[src/logic/xad_pkg.sv]
/*
 Package for the XOR and port-direction load execution block.
 Holds operand codes, widths, reset values and the carrier structs.
 Assumes the CPU front end presents one decoded instruction per cycle.
*/
package xad_pkg;

   localparam int XAD_DATA_W = 8;
   localparam int XAD_ADDR_W = 7;
   localparam int XAD_SEL_W = 3;

   // Port-direction operand codes
   localparam logic [XAD_SEL_W-1:0] XAD_SEL_PORT_A = 3'h5;
   localparam logic [XAD_SEL_W-1:0] XAD_SEL_PORT_B = 3'h6;
   localparam logic [XAD_SEL_W-1:0] XAD_SEL_PORT_C = 3'h7;

   // Values after reset
   localparam logic [XAD_DATA_W-1:0] XAD_ACC_RST = 8'h00;
   localparam logic [XAD_DATA_W-1:0] XAD_DIR_RST = 8'hFF; // All pins input
   localparam logic XAD_ZERO_RST = 1'b0;

   // Result destination bit values
   localparam logic XAD_DEST_ACC = 1'b0;
   localparam logic XAD_DEST_FILE = 1'b1;

   // Instruction codes presented by the decoder
   typedef enum logic [1:0] {
      XAD_OP_NONE = 2'b00,
      XAD_OP_LOAD_DIR = 2'b01,
      XAD_OP_XOR_LIT = 2'b10,
      XAD_OP_XOR_FILE = 2'b11
   } xad_op_type;

   // One decoded instruction
   typedef struct packed {
      xad_op_type op;
      logic [XAD_DATA_W-1:0] literal;
      logic [XAD_ADDR_W-1:0] file_addr;
      logic dest;
      logic [XAD_SEL_W-1:0] dir_sel;
   } xad_instr_type;

   // File register write-back request
   typedef struct packed {
      logic we;
      logic [XAD_ADDR_W-1:0] addr;
      logic [XAD_DATA_W-1:0] data;
   } xad_file_wr_type;

   // Whole state of the execution block
   typedef struct packed {
      logic [XAD_DATA_W-1:0] acc;
      logic zero;
      logic [XAD_DATA_W-1:0] dir_a;
      logic [XAD_DATA_W-1:0] dir_b;
      logic [XAD_DATA_W-1:0] dir_c;
      xad_file_wr_type fwr;
      logic bad_operand;
   } xad_state_type;

   localparam xad_state_type XAD_STATE_RST = '{
      acc: XAD_ACC_RST,
      zero: XAD_ZERO_RST,
      dir_a: XAD_DIR_RST,
      dir_b: XAD_DIR_RST,
      dir_c: XAD_DIR_RST,
      fwr: '0,
      bad_operand: 1'b0
   };

endpackage

[src/logic/xad_exec.sv]
/*
 Execution unit for three instructions: port-direction load from the
 accumulator, XOR literal into the accumulator, XOR accumulator with file.

 Every instruction completes in the cycle it is presented: the result is
 visible in the accumulator, the zero flag, a direction register or the
 file write-back port right after the edge that takes it. Back-to-back
 instructions are allowed, and each one sees the accumulator value that
 the previous one left behind.

 Assumes the decoder supplies the file operand already read for the
 addressed location, and that the file write port takes fwr the next cycle.
 Assumes one clock, with every input synchronous to it, and an
 asynchronous active-low reset that is released synchronously upstream.
 A file XOR that writes back and a following instruction that reads the
 same location must be spaced by the caller; nothing here forwards it.
*/
`timescale 1ns/1ns

module xad_exec
   import xad_pkg::*;
(
   // Clock and reset
   input wire logic mclk,
   input wire logic rst_n,
   // Decoded instruction
   input wire logic instr_valid,
   input xad_instr_type instr,
   input wire logic [XAD_DATA_W-1:0] file_rdata,
   // Architectural state
   output logic [XAD_DATA_W-1:0] acc_q,
   output logic zero_flag_q,
   output logic [XAD_DATA_W-1:0] port_a_direction_reg,
   output logic [XAD_DATA_W-1:0] port_b_direction_reg,
   output logic [XAD_DATA_W-1:0] port_c_direction_reg,
   // File register write-back
   output xad_file_wr_type file_wr_q,
   // Invalid direction operand seen
   output logic bad_operand_q
);

   // Number of direction registers, one per port
   localparam int NUM_DIR = 3;

   // Operand code of each direction register, in port order
   localparam logic [XAD_SEL_W-1:0] DIR_CODE [NUM_DIR] = '{
      XAD_SEL_PORT_A,
      XAD_SEL_PORT_B,
      XAD_SEL_PORT_C
   };

   // Registered state and its next value
   xad_state_type st_q;
   xad_state_type st_d;

   // Direction load decode
   logic do_dir_load;
   logic [NUM_DIR-1:0] dir_hit;
   logic dir_operand_ok;

   // Direction registers as an array so one loop serves all ports
   logic [XAD_DATA_W-1:0] dir_cur [NUM_DIR];
   logic [XAD_DATA_W-1:0] dir_nxt [NUM_DIR];

   // Shared XOR datapath
   logic [XAD_DATA_W-1:0] xor_operand;
   logic [XAD_DATA_W-1:0] xor_res;
   logic xor_is_zero;
   logic xor_to_file;

   // Direction load strobe; gated by valid so idle cycles never load
   assign do_dir_load = instr_valid && (instr.op == XAD_OP_LOAD_DIR);

   // Present direction values, in the same order as DIR_CODE
   assign dir_cur[0] = st_q.dir_a;
   assign dir_cur[1] = st_q.dir_b;
   assign dir_cur[2] = st_q.dir_c;

   // Per-port select and load; exactly one port can match a legal code
   for (genvar gi = 0; gi < NUM_DIR; gi++) begin : g_dir
      // Port matches its own operand code only
      assign dir_hit[gi] = do_dir_load && (instr.dir_sel == DIR_CODE[gi]);
      // Whole accumulator copied, no partial write
      assign dir_nxt[gi] = dir_hit[gi] ? st_q.acc : dir_cur[gi];
   end

   // Codes outside 5..7 match no port and only raise the report pulse
   assign dir_operand_ok = |dir_hit;

   // Shared XOR path; one XOR serves both instructions to save area
   assign xor_operand = (instr.op == XAD_OP_XOR_LIT) ? instr.literal : file_rdata;
   assign xor_res = st_q.acc ^ xor_operand;

   // Zero detect on the XOR result, before it is steered anywhere
   assign xor_is_zero = (xor_res == {XAD_DATA_W{1'b0}});

   // Destination bit of the file XOR
   assign xor_to_file = (instr.dest == XAD_DEST_FILE);

   // Next state; write-back and report pulses last exactly one cycle
   always_comb begin
      st_d = st_q;
      // Pulses drop unless raised again this cycle
      st_d.fwr.we = 1'b0;
      // Direction registers; unselected ones keep their value
      st_d.dir_a = dir_nxt[0];
      st_d.dir_b = dir_nxt[1];
      st_d.dir_c = dir_nxt[2];
      // Illegal direction operand reported, nothing else changes
      st_d.bad_operand = do_dir_load && !dir_operand_ok;
      if (instr_valid) begin
         case (instr.op)
            XAD_OP_XOR_LIT: begin
               st_d.acc = xor_res;
               st_d.zero = xor_is_zero;
            end
            XAD_OP_XOR_FILE: begin
               // Zero follows the result wherever it goes
               st_d.zero = xor_is_zero;
               if (xor_to_file) begin
                  st_d.fwr.we = 1'b1;
                  st_d.fwr.addr = instr.file_addr;
                  st_d.fwr.data = xor_res;
               end else begin
                  st_d.acc = xor_res;
               end
            end
            default: begin
               // Direction load and no-op leave acc and flags alone
               st_d.zero = st_q.zero;
            end
         endcase
      end
   end

   // State register; reset branch loads constants only
   always_ff @(posedge mclk or negedge rst_n) begin
      if (!rst_n) begin
         st_q <= XAD_STATE_RST;
      end else begin
         st_q <= st_d;
      end
   end

   // Outputs straight from flip-flops, no logic after the register
   assign acc_q = st_q.acc;
   assign zero_flag_q = st_q.zero;
   assign port_a_direction_reg = st_q.dir_a;
   assign port_b_direction_reg = st_q.dir_b;
   assign port_c_direction_reg = st_q.dir_c;
   assign file_wr_q = st_q.fwr;
   assign bad_operand_q = st_q.bad_operand;

endmodule

[config.mk]
export PLATFORM = sky130hd
export DESIGN_NAME = xad_exec
export DESIGN_NICKNAME = d
export VERILOG_FILES = /design/src/logic/xad_pkg.sv /design/src/logic/xad_exec.sv
export SDC_FILE = /design/constraint.sdc
export NUM_CORES = 1
export LEC_CHECK = 0
export ABC_AREA = 1
export ABC_CLOCK_PERIOD_IN_PS = 2350
export BUFFER_PORTS_ARGS = -buffer_cell sky130_fd_sc_hd__buf_4
export CORE_MARGIN = 2
export CORE_UTILIZATION = 52
export DETAILED_ROUTE_END_ITERATION = 10
export MAX_ROUTING_LAYER = met4
export PLACE_DENSITY_LB_ADDON = 0.08
export SYNTH_ARGS = -nofsm -noshare
export SYNTH_HDL_FRONTEND = slang
export SYNTH_SLANG_ARGS = --single-unit
[constraint.sdc]
create_clock -name mclk -period 2.35 [get_ports mclk]
set_clock_uncertainty 0.1 [all_clocks]
set_input_delay 0.1175 -clock mclk [delete_from_list [all_inputs] [get_ports mclk]]
set_output_delay 0.1175 -clock mclk [all_outputs]
set_load 0.05 [all_outputs]
* Yosys cells after proc, flatten, opt, wreduce, memory -nomap -nowiden *
Cells that the tools add are included.

storage, ports and cells
  register bits after elaboration = 50
  latch bits = 0
  RAM bits = 0
  memory bits (read-only) = 0
  input port bits = 32
  output and inout bits = 50
  word-level logic and storage cells = 36
  memories kept = 0

operators by class
  add/subtract/negate cells = 0
  multiply operators = 0
  divide/modulo/power cells = 0
  order comparisons = 0
  equality and inequality tests = 7
  shifts and indexed selects = 0
  mux-type cells = 6
  bitwise operators = 1
  reduce and logical (&&, ||, !) cells = 13

operators with widths
  cell                                            count
  2-to-1 mux 16 bit                               3
  2-to-1 mux 8 bit                                2
  case mux 8 bit (2 select lines)                 1
  == test 3 bit (second input constant)           3
  logical NOT 8 bit                               1
  XOR 8 bit                                       1
  AND reduction 3 bit                             2
  logical AND 1 bit                               5
  == test 2 bit (second input constant)           2
  OR reduction 3 bit                              1
  == test 2 x 1 -> 1 bit (second input constant)  1
  != test 2 bit (second input constant)           1
  AND reduction 2 bit                             1
  nonzero test 2 bit                              1
  OR reduction 2 bit                              1
  logical NOT 1 bit                               1

* Depth between registers and ports, before layout *
  depth after elaboration = 6
  gate-level depth with buffers = 10
  depth with buffers taken out = 10

* Least setup slack after synthesis *
No wires, ideal clock.

  kind = reg2reg
  start = register st_q (netlist bit acc_q[3])
  end = register st_q (netlist bit zero_flag_q)
  arrival time = 1204 ps
  required time = 2184 ps
  path slack = 980 ps
  stages on the path, launching flop included = 7
  path buffers = 0
  path through = dfrtp_1 > inv_1 > o211ai_1 > nand2_1 > nor2_1 > nand3_1 > nand2_1

between the ends
  word-level cells in the longest chain between the ends = 2

ends and longest elaborated chain
  item                    line             source
  start, declared         xad_exec.sv:53   xad_state_type st_q;
  start signal, assigned  xad_exec.sv:141  st_q <= st_d;
  XOR 8 bit               xad_exec.sv:92   assign xor_res = st_q.acc ^ xor_operand;
  logical NOT 8 bit       xad_exec.sv:95   assign xor_is_zero = (xor_res == {XAD_DATA_W{1'b0}});

No other way between the ends.
A chain may end at the register's enable or synchronous reset.

==> out/qor_table.md <==
| Metric | This run | Unit |
|---|---|---|
| Status | complete, no violations | - |
| Reg-to-reg startpoint | acc_q[5] | - |
| Register-to-register setup slack | 1080 | ps |
| CTS clk-pin slew, worst paths | 80 | ps |
| Average wire length per cell after detail routing | 13.01 | um |
| Cell family contributing the most delay on the critical path | buffers and inverters | - |
| Routed Antenna Nets | 0 | - |
| Largest vdd supply drop | 0.6713 | mV |
| Post-synthesis sequential element count | 50 | - |
| Area enclosed by the die boundary | 4759 | um2 |
| Final number of max-transition violations | 0 | - |
| Fin. Hold Viols | 0 | - |
| Required time of the critical path | 2480 | ps |
| PD cells | 1052 | nW/um2 |
| Max-capacitance violation count | 0 | - |
| Total length of routed wires | 5139 | um |
| Aggregate global routing overflow | 0 | - |
| Cell chain of the critical path | dlygate4sd3_1, buf_4, nand2_1, inv_1, a211oi_1, dlygate4sd3_1 | - |
| Worst setup SP type | input port | - |
| WP depth | 6 | - |
| Pre-Repair DR Iteration Count | 4 | - |
| Portion of the post-synthesis area used by sequential elements | 58.35 | % |
| Number of flip-flops in the largest register | 16 | - |
| Area Overhead vs Synth | 36.70 | % |
| Kind of critical path | input port to flop | - |
| Y dimension of the die | 68.99 | um |
| Initial antenna violation count | 0 | - |
| CP Buf/Inv Count | 4 | - |
| Worst setup startpoint | instr[2] | - |
| Area of the placeable core | 4029 | um2 |
| Total half-perimeter wirelength after legalization and detailed placement | 3855 | um |
| Per-cell via count in the routed design | 4.982 | - |
| Post-synthesis average cell area | 8.611 | um2 |
| Global router's overall resource usage | 24.28 | % |
| Distinct cell type count of the synthesized netlist | 20 | - |
| CTS root buf | clkbuf_8 | - |
| Sinks on the clock net | 50 | - |
| Reg-to-Reg End | zero_flag_q | - |
| Yosys synthesis warning count | 0 | - |
| DRT iter0 DRCs | 87 | - |
| First-pass GRT wire length | 8121 | um |
| Clock Latency Late Sink | 300 | ps |
| CP peak stage delay | 610 | ps |
| Min setup slack post-route | 728.1 | ps |
| Type of the tightest min-delay check | input port to flop | - |
| Worst reg2reg path depth | 7 | - |
| Worst path most repeated cell | dlygate4sd3_1 | - |
| Post-layout min period | 1622 | ps |
| RSZ-0062 raised after global routing | false | - |
| Num ports | 82 | - |
| Initial standard-cell utilization of the core | 54.50 | % |
| Number of H-tree levels | 2 | - |
| Final setup violation count | 0 | - |
| Width of the chip | 68.99 | um |
| Share of layout cells above drive strength 1 | 35.36 | % |
| Max Clock Freq | 616.6 | MHz |
| Drc violations | 0 | - |
| Maximum clock path buffer count | 2 | - |
| Net count of the mapped netlist | 287 | - |
| Kind of capture point of the worst setup path | flop | - |
| Biggest fanout along the worst timing path | 3 | - |
| Last element of the critical path | bad_operand_q | - |
| Normalized max-slew margin | 59.82 | % |
| Cell type of the slowest stage on the worst timing path | dlygate4sd3_1 | - |
| Final TNS setup | 0 | ps |
| Placement row count | 23 | - |
| CTS Buf Count | 5 | - |
| Maximum number of pins on one net before global-route repair | 51 | - |
| Pre-CTS setup slack | 814.8 | ps |
| Share of the clock period used by the worst path | 69.02 | % |
| Number of global-route vias before repair | 1812 | - |
| Worst-Margin Slew | 602.8 | ps |
| Post-route cell area | 3002 | um2 |
| Placement Cell Area | 2810 | um2 |
| Via count | 1968 | - |
| Clock tree from TritonCTS | built | - |
| Nets | 376 | - |
| Number of buffers added on ports | 81 | - |
| Core occupancy in the finished layout | 74.50 | % |
| Last weighted congestion value of the routability-driven placer | 0.8653 | - |
| Combined area of all synthesized cells | 2196 | um2 |
| Cells after Synth | 255 | - |
| Setup repair bufs after CTS | 0 | - |
| Arrival time reported for the critical path endpoint | 1760 | ps |
| Antenna diodes | 0 | - |
| Leak pwr | 1.547 | nW |
| Fill cells | 319 | - |
==> power by group <==
part	total (mW)	internal, mW	switching [mW]
clock	0.502	0.238	0.264
combinational	1.40	0.404	1.00
sequential	1.25	1.12	0.131
total	3.16	1.76	1.40
==> how the worst min path moves through the flow <==
stage          startpoint       endpoint  slack, ps  depth (start not counted)
4_1_cts          instr[3]       acc_q[7]         60                          4
3_3_place_gp        rst_n       acc_q[1]         70                          1
6_report         instr[3]       acc_q[7]         60                          4
3_5_place_dp        rst_n  bad_operand_q         70                          1
2_1_floorplan       rst_n       acc_q[0]       -280                          0
5_1_grt          instr[3]       acc_q[7]         70                          4
==> placed cells by master, fill, tap and decap left out, drive strengths merged <==
| cell type | count |
|---|---|
| nor2 | 7 |
| o211ai | 1 |
| nand3 | 23 |
| a211oi | 1 |
| inv | 24 |
| clkbuf | 7 |
| nand2 | 96 |
| a21oi | 1 |
| buf | 81 |
| dfrtp | 26 |
| dfstp | 24 |
| nand3b | 2 |
| a31oi | 2 |
| dlygate4sd3 | 10 |
| clkinv | 1 |
| o21ai | 39 |
==> area by class of cell <==
class,count,area (um2),share of cell area (%)
Tap cell,50,62.56,2.084
Multi-Input combinational cell,172,768.2,25.59
Timing Repair Buffer,91,708.2,23.59
Clock buffer,7,86.33,2.876
Inverter,24,90.09,3.001
Sequential cell,50,1281,42.68
Clock inverter,1,5.005,0.1667
==> tightest hold or removal path, cell delays in order <==
cell     delay [ps]
buf_4            90
a21oi_2          80
nand2_1          70
o21ai_0          70
==> per-layer routing <==
layer  share of wire (%)  vias to the layer above  routed length, um  global-route usage, %
li1                    -                      992                  -                      -
met1                  44                      916               2275                  29.22
met2                  50                       56               2564                  40.87
met3                 4.7                        4                242                  4.058
met4                 1.1                        0                 57                  9.559
met5                   0                        -                  0                      -
==> cell families after synthesis <==
kind of cell           count (synthesis)  synth area share (%)
AND/OR/NAND/NOR                      128                 24.44
flip-flops                            50                 58.35
AO/OA/AOI/OAI                         44                 10.54
buffers and inverters                 33                 6.666
==> synth_stat cells (all sizes together) <==
cell,number,area (um2)
dfstp,24,630.6
o21ai,39,195.2
nand2,96,362.8
a31oi,2,12.51
nand3,23,130.1
dfrtp,26,650.6
buf,9,56.30
a211oi,1,7.510
nand3b,2,15.01
o211ai,1,7.510
a21oi,1,8.760
nor2,7,28.78
inv,24,90.08
==> metrics by stage <==
stage                     power [mW]  cells  hold slack (ps)
after global placement         2.632    377            71.00
after CTS                      3.181    395            55.08
after floorplan                2.206    255           -278.1
after detailed placement       2.663    377            70.78
after global routing           3.327    395            69.93
final                          3.157    395            64.01
==> repair_timing <==
item	4_1_cts	5_1_grt
gates resized for setup	0	0
hold buffers	10	0
endpoints found under the hold margin	34	0
(Power assumes the default switching activity.)
